--- config.mk ---
export PLATFORM = sky130hd
export DESIGN_NAME = two_wire_serial_controller
export DESIGN_NICKNAME = d
export VERILOG_FILES = /design/src/include/tw_types_pkg.sv /design/src/design/tw_buf2.sv /design/src/design/two_wire_serial_controller.sv
export VERILOG_INCLUDE_DIRS = /design/src /design/src/include
export SDC_FILE = /design/constraint.sdc
export NUM_CORES = 1
export LEC_CHECK = 0
export ABC_AREA = 1
export BUFFER_PORTS_ARGS = -buffer_cell sky130_fd_sc_hd__buf_2
export CAP_MARGIN = 20
export CELL_PAD_IN_SITES_DETAIL_PLACEMENT = 0
export CELL_PAD_IN_SITES_GLOBAL_PLACEMENT = 1
export CORE_MARGIN = 1.5
export CORE_UTILIZATION = 41
export DETAILED_ROUTE_END_ITERATION = 10
export PLACE_DENSITY_LB_ADDON = 0.12
export SLEW_MARGIN = 20
export SYNTH_ARGS = -nofsm -noshare
export SYNTH_HDL_FRONTEND = slang
export SYNTH_SLANG_ARGS = --single-unit
--- constraint.sdc ---
create_clock -name i_clk -period 2.39 [get_ports i_clk]
set_clock_uncertainty 0.15 [all_clocks]
set_input_delay 0.478 -clock i_clk [delete_from_list [all_inputs] [get_ports i_clk]]
set_output_delay 0.478 -clock i_clk [all_outputs]
set_load 0.02 [all_outputs]
--- src/include/tw_defines.svh ---
// Register addresses, field positions, reset values and status codes.
`ifndef TW_DEFINES_SVH
`define TW_DEFINES_SVH
`define TW_ADDR_CTRL 8'h93
`define TW_ADDR_STAT 8'h94
`define TW_ADDR_DATA 8'h95
`define TW_ADDR_OWN 8'h96
`define TW_B_CR2 7
`define TW_B_EN 6
`define TW_B_STA 5
`define TW_B_STO 4
`define TW_B_SI 3
`define TW_B_AA 2
`define TW_B_CR1 1
`define TW_B_CR0 0
`define TW_B_GC 0
`define TW_B_SEL 0
`define TW_B_EXT 1
`define TW_RST_CTRL 8'h00
`define TW_RST_OWN 8'hfe
`define TW_RST_SEL 2'h1
`define TW_ST_IDLE 8'hf8
`define TW_ST_START 8'h08
`define TW_ST_RSTART 8'h10
`define TW_ST_MT_SLA_ACK 8'h18
`define TW_ST_MT_SLA_NACK 8'h20
`define TW_ST_MT_DAT_ACK 8'h28
`define TW_ST_MT_DAT_NACK 8'h30
`define TW_ST_ARB_LOST 8'h38
`define TW_ST_MR_SLA_ACK 8'h40
`define TW_ST_MR_SLA_NACK 8'h48
`define TW_ST_MR_DAT_ACK 8'h50
`define TW_ST_MR_DAT_NACK 8'h58
`define TW_ST_SR_SLA_W 8'h60
`define TW_ST_SR_GC 8'h70
`define TW_ST_SR_DAT_ACK 8'h80
`define TW_ST_SR_DAT_NACK 8'h88
`define TW_ST_GC_DAT_ACK 8'h90
`define TW_ST_GC_DAT_NACK 8'h98
`define TW_ST_SR_STOP 8'ha0
`define TW_ST_ST_SLA_R 8'ha8
`define TW_ST_ST_DAT_ACK 8'hb8
`define TW_ST_ST_DAT_NACK 8'hc0
`define TW_HALF_BASE 8
`endif

--- src/include/tw_types_pkg.sv ---
// Types shared by the two-wire controller.
package tw_types_pkg;
	typedef enum logic [2:0] {
		mst_idle = 3'h0,
		mst_start = 3'h1,
		mst_run = 3'h3,
		mst_hold = 3'h2,
		mst_rstart = 3'h6,
		mst_stop = 3'h7
	} mst_t;
endpackage : tw_types_pkg

--- src/design/tw_buf2.sv ---
// Small event buffer with valid and ready on both sides.
`timescale 1ns/1ps
`default_nettype none
module tw_buf2 #(
	parameter int W = 13,
	parameter int DEPTH = 2
) (
	// Clock and reset
	input wire logic i_clk,
	input wire logic i_srst,
	// Filling side
	input wire logic i_valid,
	output logic o_ready,
	input wire logic [W-1:0] i_data,
	// Draining side
	output logic o_valid,
	input wire logic i_ready,
	output logic [W-1:0] o_data
);
	localparam int CW = $clog2(DEPTH + 1);
	logic [CW-1:0] count_reg;
	logic [W-1:0] ent_reg [DEPTH];
	logic [W-1:0] ent_next [DEPTH];
	logic push;
	logic pop;
	logic [CW-1:0] wr_idx;

	assign o_ready = (count_reg != CW'(DEPTH));
	assign o_valid = (count_reg != '0);
	assign o_data = ent_reg[0];
	assign push = i_valid & o_ready;
	assign pop = o_valid & i_ready;
	assign wr_idx = count_reg - CW'(pop);

	// The head is always entry zero, so read data leave from a register.
	always_comb
	begin
		for (int i = 0; i < DEPTH; i++)
		begin
			ent_next[i] = pop ? ent_reg[(i + 1 < DEPTH) ? i + 1 : i]
				: ent_reg[i];
			if (push && (CW'(i) == wr_idx))
				ent_next[i] = i_data;
		end
	end

	always_ff @(posedge i_clk)
	begin
		if (i_srst)
			count_reg <= '0;
		else
			count_reg <= count_reg + CW'(push) - CW'(pop);
		for (int i = 0; i < DEPTH; i++)
			ent_reg[i] <= ent_next[i];
	end
endmodule : tw_buf2
`default_nettype wire

--- src/design/two_wire_serial_controller.sv ---
// Byte-oriented two-wire bus controller behind four 8-bit registers.
// Notes on behaviour
// - Reset leaves the controller disabled until software sets the enable bit.
// - Status reads give a five-bit code above three zero bits.
// - Status F8h means nothing to report; no interrupt request then.
// - Status valid in the same cycle as flag set, kept one cycle after clear.
// - Data register writable only while the interrupt flag is set.
// - Data register changes only by software writes while the interrupt flag stays set.
// - Bus level is shifted in while shifting out; data holds last byte.
// - Received addresses compare with own seven-bit address in upper bits.
// - Own-address bit 0 enables answering the general call address.
// - After each flagged event except STOP (A0h) the bus is stalled until flag clears.
// - Three rate bits set bit rate, counting clocks or external ticks when selected.
// - Start bit waits for free bus, sends START, flags status 08h.
// - After address and acknowledge, flag again with a master code.
// - Enable and rate bits are never changed by the bus logic.
// - After repeated START, address with read bit enters master receive.
// - Read bit high, write low; acknowledge low, no-acknowledge high.
// - Control register holds enable, rate, ack, start, stop, flag.
// - Status register writes select interface and rate source.
`timescale 1ns/1ps
`default_nettype none
`include "tw_defines.svh"
module two_wire_serial_controller #(
	parameter int HALF_BASE = `TW_HALF_BASE
) (
	// Clock and reset
	input wire logic i_clk,
	input wire logic i_srst,
	// Special function register port
	input wire logic [7:0] i_sfr_addr,
	input wire logic i_sfr_wr,
	input wire logic i_sfr_rd,
	input wire logic [7:0] i_sfr_wdata,
	output logic [7:0] o_sfr_rdata,
	// Serial interrupt request and external bit-rate tick
	output logic o_si,
	input wire logic i_rate_tick,
	// Two-wire bus pins
	input wire logic i_scl,
	output logic o_scl,
	output logic o_scl_oe_n,
	input wire logic i_sda,
	output logic o_sda,
	output logic o_sda_oe_n
);
	logic [7:0] ctrl_reg, own_reg, data_reg, status_reg, rdata_reg;
	logic [1:0] sel_reg;
	logic si_reg, si_prev_reg;
	logic scl_m_reg, scl_s_reg, scl_p_reg, sda_m_reg, sda_s_reg, sda_p_reg;
	tw_types_pkg::mst_t mst_reg;
	logic [10:0] timer_reg;
	logic m_low_reg, sda_oen_reg, scl_oen_reg, hold_reg, busy_reg;
	logic xfer_reg, tx_reg, ack_in_reg, addr_ph_reg, master_reg;
	logic slave_reg, read_reg, gc_reg, hit_reg, lost_reg, pend_reg;
	logic [3:0] cnt_reg;
	logic [7:0] shifter_reg, evt_code_reg, evt_data_reg;
	logic [12:0] buf_q;
	logic buf_vld, buf_rdy;

	function automatic logic [10:0] half_count(input logic [2:0] rate);
		half_count = 11'(HALF_BASE) << rate;
	endfunction : half_count

	// Register port decode.
	wire wr_ctrl = i_sfr_wr & (i_sfr_addr == `TW_ADDR_CTRL);
	wire wr_own = i_sfr_wr & (i_sfr_addr == `TW_ADDR_OWN);
	wire wr_sel = i_sfr_wr & (i_sfr_addr == `TW_ADDR_STAT);
	wire wr_data = i_sfr_wr & (i_sfr_addr == `TW_ADDR_DATA) & si_reg;
	wire [7:0] ctrl_view = {ctrl_reg[7:4], si_reg, ctrl_reg[2:0]};
	wire [7:0] rd_mux = (i_sfr_addr == `TW_ADDR_CTRL) ? ctrl_view
		: (i_sfr_addr == `TW_ADDR_DATA) ? data_reg
		: (i_sfr_addr == `TW_ADDR_STAT) ? status_reg
		: (i_sfr_addr == `TW_ADDR_OWN) ? own_reg : 8'h00;
	wire active = ctrl_reg[`TW_B_EN] & sel_reg[`TW_B_SEL];
	wire aa = ctrl_reg[`TW_B_AA];
	wire start_request = ctrl_reg[`TW_B_STA];
	wire stop_request = ctrl_reg[`TW_B_STO];

	// Bus edges, seen only on the synchronised copies.
	wire scl_rise = scl_s_reg & ~scl_p_reg;
	wire scl_fall = ~scl_s_reg & scl_p_reg;
	wire bus_hi = scl_s_reg & scl_p_reg;
	wire start_seen = bus_hi & sda_p_reg & ~sda_s_reg;
	wire stop_seen = bus_hi & ~sda_p_reg & sda_s_reg;

	// Bit timing: one step per clock, or per external tick when selected.
	wire [2:0] rate = {ctrl_reg[`TW_B_CR2], ctrl_reg[`TW_B_CR1],
		ctrl_reg[`TW_B_CR0]};
	wire [10:0] half = half_count(rate);
	wire step = sel_reg[`TW_B_EXT] ? i_rate_tick : 1'b1;
	wire cnt_en = step & (m_low_reg | scl_s_reg);
	wire tdone = cnt_en & (timer_reg == half - 11'd1);

	// Byte engine decode.
	wire fall8 = scl_fall & xfer_reg & (cnt_reg == 4'd8);
	wire done = scl_fall & xfer_reg & (cnt_reg == 4'd9);
	wire match = (shifter_reg[7:1] == own_reg[7:1]);
	wire gcm = (shifter_reg == 8'h00) & own_reg[`TW_B_GC];
	wire slave_ad = addr_ph_reg & ~master_reg;
	wire ack_out = slave_ad ? aa & (match | gcm) : aa;
	wire ack = ~ack_in_reg;
	wire lost_now = scl_rise & xfer_reg & tx_reg & master_reg
		& (cnt_reg < 4'd8) & sda_oen_reg & ~sda_s_reg;
	wire notify = done & (master_reg | lost_reg | slave_reg | hit_reg);
	wire start_go = (mst_reg == tw_types_pkg::mst_idle) & active & start_request
		& ~busy_reg & ~hold_reg;
	wire start_ev = (mst_reg == tw_types_pkg::mst_start) & tdone;
	wire a0_ev = stop_seen & slave_reg & ~read_reg;
	wire drain_ok = ~si_reg & ~si_prev_reg;
	wire pop = buf_vld & drain_ok;
	wire resume = hold_reg & drain_ok & ~pend_reg & ~buf_vld;
	wire m_stop = master_reg & stop_request;
	wire m_rst = master_reg & start_request & ~stop_request;
	wire resume_run = resume & (master_reg ? ~stop_request & ~start_request : slave_reg);
	wire next_tx = master_reg ? (addr_ph_reg | ~read_reg) : read_reg;
	wire stop_end = (mst_reg == tw_types_pkg::mst_stop) & tdone & ~m_low_reg;

	wire [7:0] m_code = addr_ph_reg
		? (shifter_reg[0] ? (ack ? `TW_ST_MR_SLA_ACK : `TW_ST_MR_SLA_NACK)
		: (ack ? `TW_ST_MT_SLA_ACK : `TW_ST_MT_SLA_NACK))
		: read_reg ? (ack ? `TW_ST_MR_DAT_ACK : `TW_ST_MR_DAT_NACK)
		: (ack ? `TW_ST_MT_DAT_ACK : `TW_ST_MT_DAT_NACK);
	wire [7:0] s_code = addr_ph_reg
		? (shifter_reg[0] ? `TW_ST_ST_SLA_R
		: gc_reg ? `TW_ST_SR_GC : `TW_ST_SR_SLA_W)
		: read_reg ? (ack ? `TW_ST_ST_DAT_ACK : `TW_ST_ST_DAT_NACK)
		: gc_reg ? (ack ? `TW_ST_GC_DAT_ACK : `TW_ST_GC_DAT_NACK)
		: (ack ? `TW_ST_SR_DAT_ACK : `TW_ST_SR_DAT_NACK);
	wire [7:0] done_code = lost_reg ? `TW_ST_ARB_LOST
		: master_reg ? m_code : s_code;

	assign o_sfr_rdata = rdata_reg;
	assign o_si = si_reg;
	assign o_scl = 1'b0;
	assign o_sda = 1'b0;
	assign o_scl_oe_n = scl_oen_reg;
	assign o_sda_oe_n = sda_oen_reg;

	// Three flip-flops in front of every bus pin; edges use the last two.
	always_ff @(posedge i_clk)
	begin
		{scl_m_reg, scl_s_reg, scl_p_reg} <= {i_scl, scl_m_reg, scl_s_reg};
		{sda_m_reg, sda_s_reg, sda_p_reg} <= {i_sda, sda_m_reg, sda_s_reg};
	end

	// Control, own address, select and read data.
	always_ff @(posedge i_clk)
	begin
		if (i_srst)
		begin
			ctrl_reg <= `TW_RST_CTRL;
			own_reg <= `TW_RST_OWN;
			sel_reg <= `TW_RST_SEL;
			rdata_reg <= 8'h00;
		end
		else
		begin
			if (wr_ctrl)
				ctrl_reg <= i_sfr_wdata;
			else if (stop_end)
				ctrl_reg[`TW_B_STO] <= 1'b0;
			if (wr_own)
				own_reg <= i_sfr_wdata;
			if (wr_sel)
				sel_reg <= i_sfr_wdata[1:0];
			if (i_sfr_rd)
				rdata_reg <= rd_mux;
		end
	end

	// Flag, status and data; a new event wins over a clear.
	always_ff @(posedge i_clk)
	begin
		if (i_srst)
		begin
			si_reg <= 1'b0;
			si_prev_reg <= 1'b0;
			status_reg <= `TW_ST_IDLE;
			data_reg <= 8'h00;
		end
		else
		begin
			si_prev_reg <= si_reg;
			if (pop)
				si_reg <= 1'b1;
			else if (wr_ctrl & ~i_sfr_wdata[`TW_B_SI])
				si_reg <= 1'b0;
			if (pop)
				status_reg <= {buf_q[12:8], 3'b000};
			else if (~si_reg & ~si_prev_reg)
				status_reg <= `TW_ST_IDLE;
			if (pop)
				data_reg <= buf_q[7:0];
			else if (wr_data)
				data_reg <= i_sfr_wdata;
		end
	end

	// Events wait here until the buffer takes them.
	always_ff @(posedge i_clk)
	begin
		if (i_srst)
			pend_reg <= 1'b0;
		else if (notify | start_ev | a0_ev)
			pend_reg <= 1'b1;
		else if (buf_rdy)
			pend_reg <= 1'b0;
		if (start_ev)
			evt_code_reg <= master_reg ? `TW_ST_RSTART : `TW_ST_START;
		else if (a0_ev)
			evt_code_reg <= `TW_ST_SR_STOP;
		else if (notify)
			evt_code_reg <= done_code;
		evt_data_reg <= notify ? shifter_reg : data_reg;
	end

	tw_buf2 #(
		.W(13),
		.DEPTH(2)
	) u_buf (
		.i_clk(i_clk),
		.i_srst(i_srst),
		.i_valid(pend_reg),
		.o_ready(buf_rdy),
		.i_data({evt_code_reg[7:3], evt_data_reg}),
		.o_valid(buf_vld),
		.i_ready(drain_ok),
		.o_data(buf_q)
	);

	// Half-period timer for the master clock.
	always_ff @(posedge i_clk)
	begin
		if (i_srst || tdone || mst_reg == tw_types_pkg::mst_idle
			|| mst_reg == tw_types_pkg::mst_hold)
			timer_reg <= 11'd0;
		else if (cnt_en)
			timer_reg <= timer_reg + 11'd1;
	end

	// Master sequencer; it releases the bus when the block is disabled.
	always_ff @(posedge i_clk)
	begin
		if (i_srst || !active)
		begin
			mst_reg <= tw_types_pkg::mst_idle;
			m_low_reg <= 1'b0;
		end
		else
			case (mst_reg)
			tw_types_pkg::mst_idle:
				if (start_go)
					mst_reg <= tw_types_pkg::mst_start;
			tw_types_pkg::mst_start:
				if (tdone)
				begin
					m_low_reg <= 1'b1;
					mst_reg <= tw_types_pkg::mst_hold;
				end
			tw_types_pkg::mst_run:
				if (lost_now)
				begin
					m_low_reg <= 1'b0;
					mst_reg <= tw_types_pkg::mst_idle;
				end
				else if (done)
					mst_reg <= tw_types_pkg::mst_hold;
				else if (tdone)
					m_low_reg <= ~m_low_reg;
			tw_types_pkg::mst_hold:
				if (resume)
					mst_reg <= m_stop ? tw_types_pkg::mst_stop
						: m_rst ? tw_types_pkg::mst_rstart
						: tw_types_pkg::mst_run;
			tw_types_pkg::mst_rstart:
				if (tdone && m_low_reg)
					m_low_reg <= 1'b0;
				else if (tdone)
					mst_reg <= tw_types_pkg::mst_start;
			tw_types_pkg::mst_stop:
				if (tdone && m_low_reg)
					m_low_reg <= 1'b0;
				else if (tdone)
					mst_reg <= tw_types_pkg::mst_idle;
			default:
				mst_reg <= tw_types_pkg::mst_idle;
			endcase
	end

	// Byte engine shared by master and slave roles.
	always_ff @(posedge i_clk)
	begin
		if (i_srst || !active || stop_seen)
		begin
			{xfer_reg, slave_reg, master_reg, lost_reg} <= 4'h0;
			{tx_reg, addr_ph_reg, hit_reg, gc_reg} <= 4'h0;
			cnt_reg <= 4'd0;
		end
		else if (start_ev)
		begin
			master_reg <= 1'b1;
			addr_ph_reg <= 1'b1;
			xfer_reg <= 1'b0;
		end
		else if (start_seen && !master_reg)
		begin
			{xfer_reg, addr_ph_reg} <= 2'h3;
			{tx_reg, slave_reg, hit_reg, gc_reg} <= 4'h0;
			cnt_reg <= 4'd0;
		end
		else if (resume_run)
		begin
			xfer_reg <= 1'b1;
			cnt_reg <= 4'd0;
			shifter_reg <= data_reg;
			tx_reg <= next_tx;
		end
		else
		begin
			if (scl_rise && xfer_reg)
			begin
				cnt_reg <= cnt_reg + 4'd1;
				if (cnt_reg < 4'd8)
					shifter_reg <= {shifter_reg[6:0], sda_s_reg};
				else
					ack_in_reg <= sda_s_reg;
			end
			if (lost_now)
				{master_reg, lost_reg, tx_reg} <= 3'h2;
			if (fall8 && slave_ad)
			begin
				hit_reg <= aa & (match | gcm);
				gc_reg <= gcm;
			end
			if (done)
			begin
				xfer_reg <= 1'b0;
				addr_ph_reg <= 1'b0;
				lost_reg <= 1'b0;
				if (addr_ph_reg)
					read_reg <= shifter_reg[0];
				if (slave_ad && hit_reg)
					slave_reg <= 1'b1;
				else if (slave_reg && !ack)
					slave_reg <= 1'b0;
			end
		end
	end

	// Data line drive: oe_n low pulls the line low.
	always_ff @(posedge i_clk)
	begin
		if (i_srst || !active || lost_now)
			sda_oen_reg <= 1'b1;
		else if (start_go || ((mst_reg == tw_types_pkg::mst_rstart)
			&& tdone && !m_low_reg))
			sda_oen_reg <= 1'b0;
		else if (resume)
			sda_oen_reg <= m_stop ? 1'b0
				: ~(resume_run & next_tx & ~data_reg[7]);
		else if (stop_end)
			sda_oen_reg <= 1'b1;
		else if (scl_fall && xfer_reg)
		begin
			if (cnt_reg == 4'd8)
				sda_oen_reg <= ~(~tx_reg & ack_out);
			else if (cnt_reg == 4'd9)
				sda_oen_reg <= 1'b1;
			else if (cnt_reg != 4'd0)
				sda_oen_reg <= ~(tx_reg & ~shifter_reg[7]);
		end
	end

	// Clock stretch while an event is pending service.
	always_ff @(posedge i_clk)
	begin
		if (i_srst || !active)
			{hold_reg, busy_reg, scl_oen_reg} <= 3'h1;
		else
		begin
			if (notify || start_ev)
				hold_reg <= 1'b1;
			else if (resume)
				hold_reg <= 1'b0;
			if (start_seen)
				busy_reg <= 1'b1;
			else if (stop_seen)
				busy_reg <= 1'b0;
			scl_oen_reg <= ~(m_low_reg | hold_reg);
		end
	end
endmodule : two_wire_serial_controller
`default_nettype wire

* Word level (Yosys, flattened, before mapping)
Memory sizes are Yosys's and may differ from the RTL's.
Index checks and enable logic that the tools add are counted.
** Word-level totals
- Register bits after elaboration :: 107
- RAM bits :: 26
- Logic and storage cells :: 335
- Memories kept :: 1
- Output and inout port bits :: 13
** Memory list
- u_buf.ent_reg :: depth 2, width 13, read ports 2, clocked after memory_dff 0, write ports 2, line tw_buf2.sv:22 : logic [W-1:0] ent_reg [DEPTH];
** Operators by class
- $add $sub $neg :: 6
- Order comparisons :: 1
- Reductions and logical operators :: 64
- Multiplexer cells :: 104
- Shift operators :: 1
- Eq/ne operators :: 30
- Bitwise operators :: 90
** Operator list (number)
- two-way mux 8 bit :: 19
- AND 1 bit :: 53
- two-way mux 1 bit :: 52
- two-way mux 13 bit :: 3
- two-way mux 7 bit :: 5
- two-way mux 3 bit :: 11
- equality test 8 bit (second input constant) :: 4
- two-way mux 4 bit :: 7
- NOT 1 bit :: 28
- nonzero test 2 bit :: 14
- nonzero test 3 bit :: 7
- two-way mux 5 bit :: 4
- != test 2 bit (second input constant) :: 10
- case mux 3 bit (6 select lines) :: 1
- AND reduction 6 bit :: 2
- adder 11 x 1 -> 11 bit (second input constant) :: 1
- equality test 11 bit :: 1
- logical AND 1 bit :: 11
- << shifter 4 x 3 -> 11 bit (first input constant) :: 1
- subtractor 11 x 1 -> 11 bit (second input constant) :: 1
- AND reduction 5 bit :: 2
- != test 3 bit (second input constant) :: 3
- OR 1 bit :: 9
- equality test 4 bit (second input constant) :: 2
- 25 further kinds :: 45

* Longest topological paths before layout
Gate-level depths: netlist of the first run.
- Depth after elaboration :: 12
- Mapped depth :: 17
- Depth with buffers taken out :: 16

* Cells and area by module
A second synthesis of the first run with hierarchy kept.
** Unflattened totals
- Cells, all modules :: 852
- Area, all modules :: 6543.8 µm²
** Modules (own cells, without submodules)
- two_wire_serial_controller :: seq. area each 2172.1 µm², cells an instance 741, instances 1, area an instance 5225.0 µm²
- tw_buf2 :: seq. area each 820.8 µm², cells an instance 111, instances 1, area an instance 1318.8 µm²

* Least setup slack after synthesis of the first run
Ideal clock, no wire load.
- Path kind :: reg-to-reg
- Start point :: register o_si (netlist name)
- End point :: memory u_buf.ent_reg[0][0] (enable)
- Arrival time :: 2.020 ns
- Cell stages (with the launch flop) :: 10
- Period minus slack after synthesis :: 2.509 ns
- Library setup time :: 0.338 ns
- Slack :: -0.119 ns
- Data required time :: 1.902 ns
- Path buffers :: 1
- Cell sequence :: dfxtp_1 inv_1 nand2_2 nor2_2 ha_1 xor2_1 inv_1 nand3_1 buf_2 nand2_1
** RTL lines (line)
- to (decl) :: tw_buf2.sv:22

==> results of run 1 <==
==> where the power goes <==
group / internal, µW / leakage (µW) / total (µW) / switching (µW)
logic: 238 / 0.00167 / 855 / 617
clock network: 1610 / 0.000288 / 2660 / 1050
registers: 2520 / 0.00109 / 2630 / 111
total: 4360 / 0.00305 / 6140 / 1770
==> worst reg2reg max path: stages, from the launching register on <==
cell and delay [ns]:
dfxtp_1 0.34, or2_2 0.30, inv_1 0.10, nor2_4 0.04, ha_1 0.21, xor2_1 0.20, inv_1 0.08, nand3_1 0.12
buf_12 0.16, mux2_2 0.36
==> Yosys cell counts (all sizes together) (2+ instances only) <==
master	n	area, µm²
nand2	185	712
inv	97	367
dfxtp	88	1760
nor2	76	308
nand3	56	313
o21ai	55	275
a21oi	43	219
edfxtp	41	1230
nor3	18	90.1
buf	13	82.6
mux2	13	146
ha	12	150
nand4	12	90.1
a31oi	11	68.8
xor2	10	87.6
clkbuf	7	26.3
nor4	6	56.3
o211ai	6	45.0
xnor2	6	52.6
o22ai	5	31.3
or2	4	25.0
nor3b	3	27.5
o221ai	3	26.3
a211oi	2	20.0
and2	2	12.5
o2111ai	2	17.5
o31ai	2	15.0
==> layout by cell type (no fill, tap or decap), drive strengths merged, types with 3 or more instances in the layout <==
cell	synthesis	layout
nor2	76	76
inv	97	100
nor4	6	6
clkinv	1	7
o21ai	55	55
nand4	12	12
a31oi	11	11
buf	13	70
xor2	10	10
clkbuf	7	18
nand2	185	185
dfxtp	88	88
a21oi	43	43
ha	12	12
nand3	56	56
or2	4	4
nor3b	3	3
o221ai	3	3
o211ai	6	6
o22ai	5	5
clkinvlp	0	3
xnor2	6	6
edfxtp	41	41
mux2	13	13
nor3	18	18
==> cell type report <==
type | count | area (µm²) | area share, %
clock inverters | 14 | 154 | 2.02
repair buffers | 72 | 483 | 6.35
well taps | 188 | 235 | 3.09
multi-input cells | 539 | 2910 | 38.3
inverters | 98 | 370 | 4.87
clock buffers | 18 | 450 | 5.92
flip-flops and latches | 129 | 3000 | 39.4
==> worst paths after layout <==
check,start,endpoint,slack (ns),cells after the start
max,u_buf.count_reg[1],u_buf.ent_reg[0][1],0.07,9
min,i_sfr_wdata[3],own_reg[3],0.17,3
max reg2reg,u_buf.count_reg[1],u_buf.ent_reg[0][1],0.07,9
min reg2reg,sda_m_reg,sda_s_reg,0.18,0
==> layer usage <==
metal / track usage, % / vias to the layer above / share of wire (%) / routed length, µm
met1: 29.7 / 2610 / 47 / 7950
met4: 6.82 / 0 / 1.6 / 269
li1: - / 2762 / - / -
met2: 34.6 / 141 / 47 / 7920
met3: 5.11 / 24 / 5.2 / 879
met5: 0 / - / 0 / 0
==> kinds of logic after synthesis <==
logic type	Yosys count	share of synthesized area, %
AOI/OAI and AO/OA	132	11.9
xor gates and xnor gates	16	2.22
adders and majority gates	12	2.37
buffers and inverters	118	7.58
DFF	129	47.3
muxes	13	2.31
other	1	0.0593
and+or+nand+nor	364	26.3
==> metrics by stage <==
step                      utilization [%]  hold slack [ns]  area, µm²  instances
after floorplan                         -            0.160       6340        786
after global placement               45.5            0.160       6900       1021
after detailed placement             45.5            0.164       6900       1021
after CTS                            49.6            0.153       7520       1055
after global routing                 50.2            0.178       7600       1058
final                                50.2            0.166       7600       1058
==> timing repair <==
action,CTS,global route
endpoints found under the hold margin,2,0
resized for setup,0,15
hold buffers,2,0
setup buffers,0,3
setup endpoints to repair,0,53
==> results.yml, run 1 <==
run_status:
  status: "complete, no violations"
yosys:
  ys_seq_area_share_pct: 47.3
  synth-seq-cells: 129
  syn_inst: 785
  synth_edf_count: 41
  synthArstFlopShare_pct: 0
  ys_warn_count: 0
  syn_area_um2: 6320
  synth.distinct_cells: 50
  postSynthAreaPerCell_um2: 8.06
  ys.flop_type: "dfxtp_1"
clocking:
  cts_tree: "done"
  numCtsBuffers: 17
  clkTransAtPathRegs_ns: 0.06
  cts.sinks: 129
  clockBufferDepth: 2
  h-tree-depth: 4
  root_buffer: "clkbuf_16"
  insertion_delay_ns: 0.42
detailed_routing:
  wl_per_cell_um: 16.1
  via_per_inst: 5.23
  drtIter0Drc: 369
  drc: 0
  postRouteAntennaNets: 0
  route.vias.total: 5537
  first_pass_iters: 5
  wl_um: 17000
cells_and_area:
  area_delta_synth_final_pct: 20.2
  drive_gt1_share_pct: 18.4
  largest_register_ffs: 26
  num_antenna_cells: 0
  finalNetCount: 892
  fillerInstances: 1478
power:
  powerDensity_nw_per_um2: 808
  p_leak_uw: 0.00305
  irDropWorstVdd_v: 0.000521
  power_uw: 6140
floorplan:
  initial_core_util_pct: 41.8
  die_area_um2: 16200
  die_w_um: 127
  fp.coreArea_um2: 15100
  rows: 45
  io_pins: 36
  die_h_um: 127
sta:
  fin_ws_ns: 0.0688
  fin_crit_ns: 2.32
  tns_ns: 0
  hold_violations: 0
  setup_viol: 0
  finalMaxSlewViolations: 0
  period_share_pct: 97.1
  rsz0062_at_grt: "true"
  fmax_ghz: 0.431
global_routing:
  globalRoute.totalOverflow: 0
  grt_first_pass_wirelength_um: 27200
  grt_pass1_vias: 5229
  grt.total_usage_pct: 21.9
  antenna_found_initial: 0
  grt_start_max_net_pins: 22
critical_path:
  crit_required_ns: 2.41
  end_kind: "flip-flop"
  critical_path.top_delay_family: "simple AND/OR/NAND/NOR gates"
  critPathMaxStageDelay_ns: 0.35
  path_cells: "or2_2 > inv_1 > nor2_4 > ha_1 > xor2_1 > inv_1 > nand3_1 > buf_12 > mux2_2"
  cp_slowest_cell: "mux2_2"
  arrival_ns: 2.34
  path_buf_inv: 3
  cpMostUsedCell: "inv_1"
  critPathLaunchType: "flip-flop"
  crit_fanout: 14
  criticalPathCategory: "reg -> reg"
run:
  drv_cap: 0
placed_design:
  place.gp.congestion: 0.841
  dpl_worst_slack_ns: 0.0678
  portBuffers: 33
  hpwl_um: 12700
worst_hold_path:
  hold_class: "in -> reg"
No activity file was read; power rests on OpenSTA's default activity.
==> run 2: changes to the inputs <==
--- a/config.mk
+++ b/config.mk
@@ -12,7 +12,7 @@
 export CELL_PAD_IN_SITES_DETAIL_PLACEMENT = 0
 export CELL_PAD_IN_SITES_GLOBAL_PLACEMENT = 1
 export CORE_MARGIN = 1.5
-export CORE_UTILIZATION = 41
+export CORE_UTILIZATION = 49
 export DETAILED_ROUTE_END_ITERATION = 10
 export PLACE_DENSITY_LB_ADDON = 0.12
 export SLEW_MARGIN = 20
==> constraint.sdc (replaced) <==
create_clock -name i_clk -period 2.8 [get_ports i_clk]
set_clock_uncertainty 0.15 [all_clocks]
set_input_delay 0.56 -clock i_clk [delete_from_list [all_inputs] [get_ports i_clk]]
set_output_delay 0.56 -clock i_clk [all_outputs]
set_load 0.02 [all_outputs]
==> run 2 against run 1 <==
Sequential power decreased by 14%; sequential share of layout area increased by 1.2 points; setup slack improved by 0.15 ns; die area decreased by 16%; cell area decreased by 3.0%; first-iteration DRC count increased by 4.3%; largest cell class unchanged; critical path depth increased by 7; flip-flop and latch count unchanged; maximum frequency decreased by 10%; count of clock-buffer cells in the layout unchanged; via count decreased by 1.3%; critical endpoint is now hit_reg.
==> results.yml, run 2 (synthesis results as in run 1) <==
cells_and_area:
  area_delta_synth_final_pct: 16.6
  drive_gt1_share_pct: 15.5
  mostFrequentLayoutCells: "nand2_1 (180), inv_1 (92), dfxtp_1 (88), nor2_1 (70), o21ai_0 (54)"
  num_antenna_cells: 0
  layout_commonest_cell: "nand2_1"
  finalNetCount: 872
  largest_register_ffs: 26
detailed_routing:
  wl_per_cell_um: 16.0
  route.vias.total: 5466
  drtIter0Drc: 385
  first_pass_iters: 5
  postRouteAntennaNets: 0
  wl_um: 16300
  via_per_inst: 5.35
  drc: 0
critical_path:
  crit_required_ns: 2.98
  path_cells: "inv_2 > nand3_4 > ha_2 > inv_1 > nand2_1 > nand3_1 > nor2_1 > nand3_1 > nor2_4 > nand4_4 > buf_4 > nand2_1 > inv_1 > nand2_1 > nand3_1 > o21ai_0"
  arrival_ns: 2.76
  critPathMaxStageDelay_ns: 0.36
  critPathLaunchType: "flip-flop"
  cp_slowest_cell: "ha_2"
  end_kind: "flip-flop"
  path_buf_inv: 4
  criticalPathCategory: "reg -> reg"
  crit_fanout: 16
  critical_path.top_delay_family: "simple AND/OR/NAND/NOR gates"
clocking:
  cts_tree: "done"
  h-tree-depth: 4
  clkTransAtPathRegs_ns: 0.06
  insertion_delay_ns: 0.42
  clockBufferDepth: 2
  root_buffer: "clkbuf_16"
  cts_hold_buf: 0
  cts.sinks: 129
  numCtsBuffers: 17
global_routing:
  antenna_found_initial: 0
  grt_pass1_vias: 5195
  globalRoute.totalOverflow: 0
  grt.total_usage_pct: 25.8
  grt_first_pass_wirelength_um: 26300
  grt_start_max_net_pins: 23
sta:
  hold_violations: 0
  tns_ns: 0
  fin_crit_ns: 2.59
  finalMaxSlewViolations: 0
  rsz0062_at_grt: "false"
  period_share_pct: 92.3
  fmax_ghz: 0.387
  hold_ws_ns: 0.0940
  worst_pin_slew_ns: 0.710
  slew_headroom_pct: 52.3
  setup_viol: 0
run:
  drv_cap: 0
placed_design:
  place.gp.congestion: 0.892
  portBuffers: 33
  hpwl_um: 12000
floorplan:
  die_w_um: 117
  rows: 41
  die_area_um2: 13600
  io_pins: 36
  fp.coreArea_um2: 12600
  initial_core_util_pct: 50.1
  die_h_um: 117
power:
  power_uw: 5300
  p_leak_uw: 0.00295
  powerDensity_nw_per_um2: 718
  irDropWorstVdd_v: 0.000701
run_status:
  status: "complete, no violations"
worst_hold_path:
  hold_class: "in -> reg"
[run 2: cell count changes in the layout (fill, tap and decap cells not counted), sizes merged]
cell         before  now
clkinv            7    8
bufinv            2    4
buf              70   52
inv             100   97
dlygate4sd3       2    0
[run 2: routing by layer]
metal / part of all wire, % / GRT usage (%)
met2: 47 / 42.4
met4: 2.0 / 8.76
met5: 0 / 0
met1: 46 / 33.6
met3: 5.2 / 5.92
[run 2: final timing paths]
path / from / end / slack (ns) / cells past startpoint
worst max-delay path: ctrl_reg[1] / hit_reg / 0.21 / 16
worst min-delay path: i_sda / sda_m_reg / 0.09 / 1
worst max register to register: ctrl_reg[1] / hit_reg / 0.21 / 16
worst min register to register: sda_m_reg / sda_s_reg / 0.18 / 0
[run 2: power breakdown]
group | internal [µW] | total [µW] | switching [µW]
Sequential | 2150 | 2250 | 96.1
Clock | 1510 | 2330 | 826
Combinational | 198 | 716 | 518
[run 2: stage by stage]
step	worst slack, ns	util (%)	cell area, µm²	std cells
after floorplan	0.291	-	6330	786
after global placement	0.290	53.3	6730	988
after detailed placement	0.195	53.3	6730	988
after CTS	0.206	58.3	7350	1020
after global routing	0.0125	58.4	7370	1022
final	0.214	58.4	7370	1022
[run 2: area by class of cell]
type                       instances  area [µm²]
clock buffer                      18         439
inverter                          98         370
clock inverter                    14         189
fill                            1177        5250
timing repair buffer              52         308
multi-input combinational        539        2860
tap                              172         215
sequential                       129        2990
[run 2: timing repair]
item / CTS / global route
gates resized for setup: 0 / 2
setup buffers: 0 / 2
endpoints found under the setup margin: 0 / 9
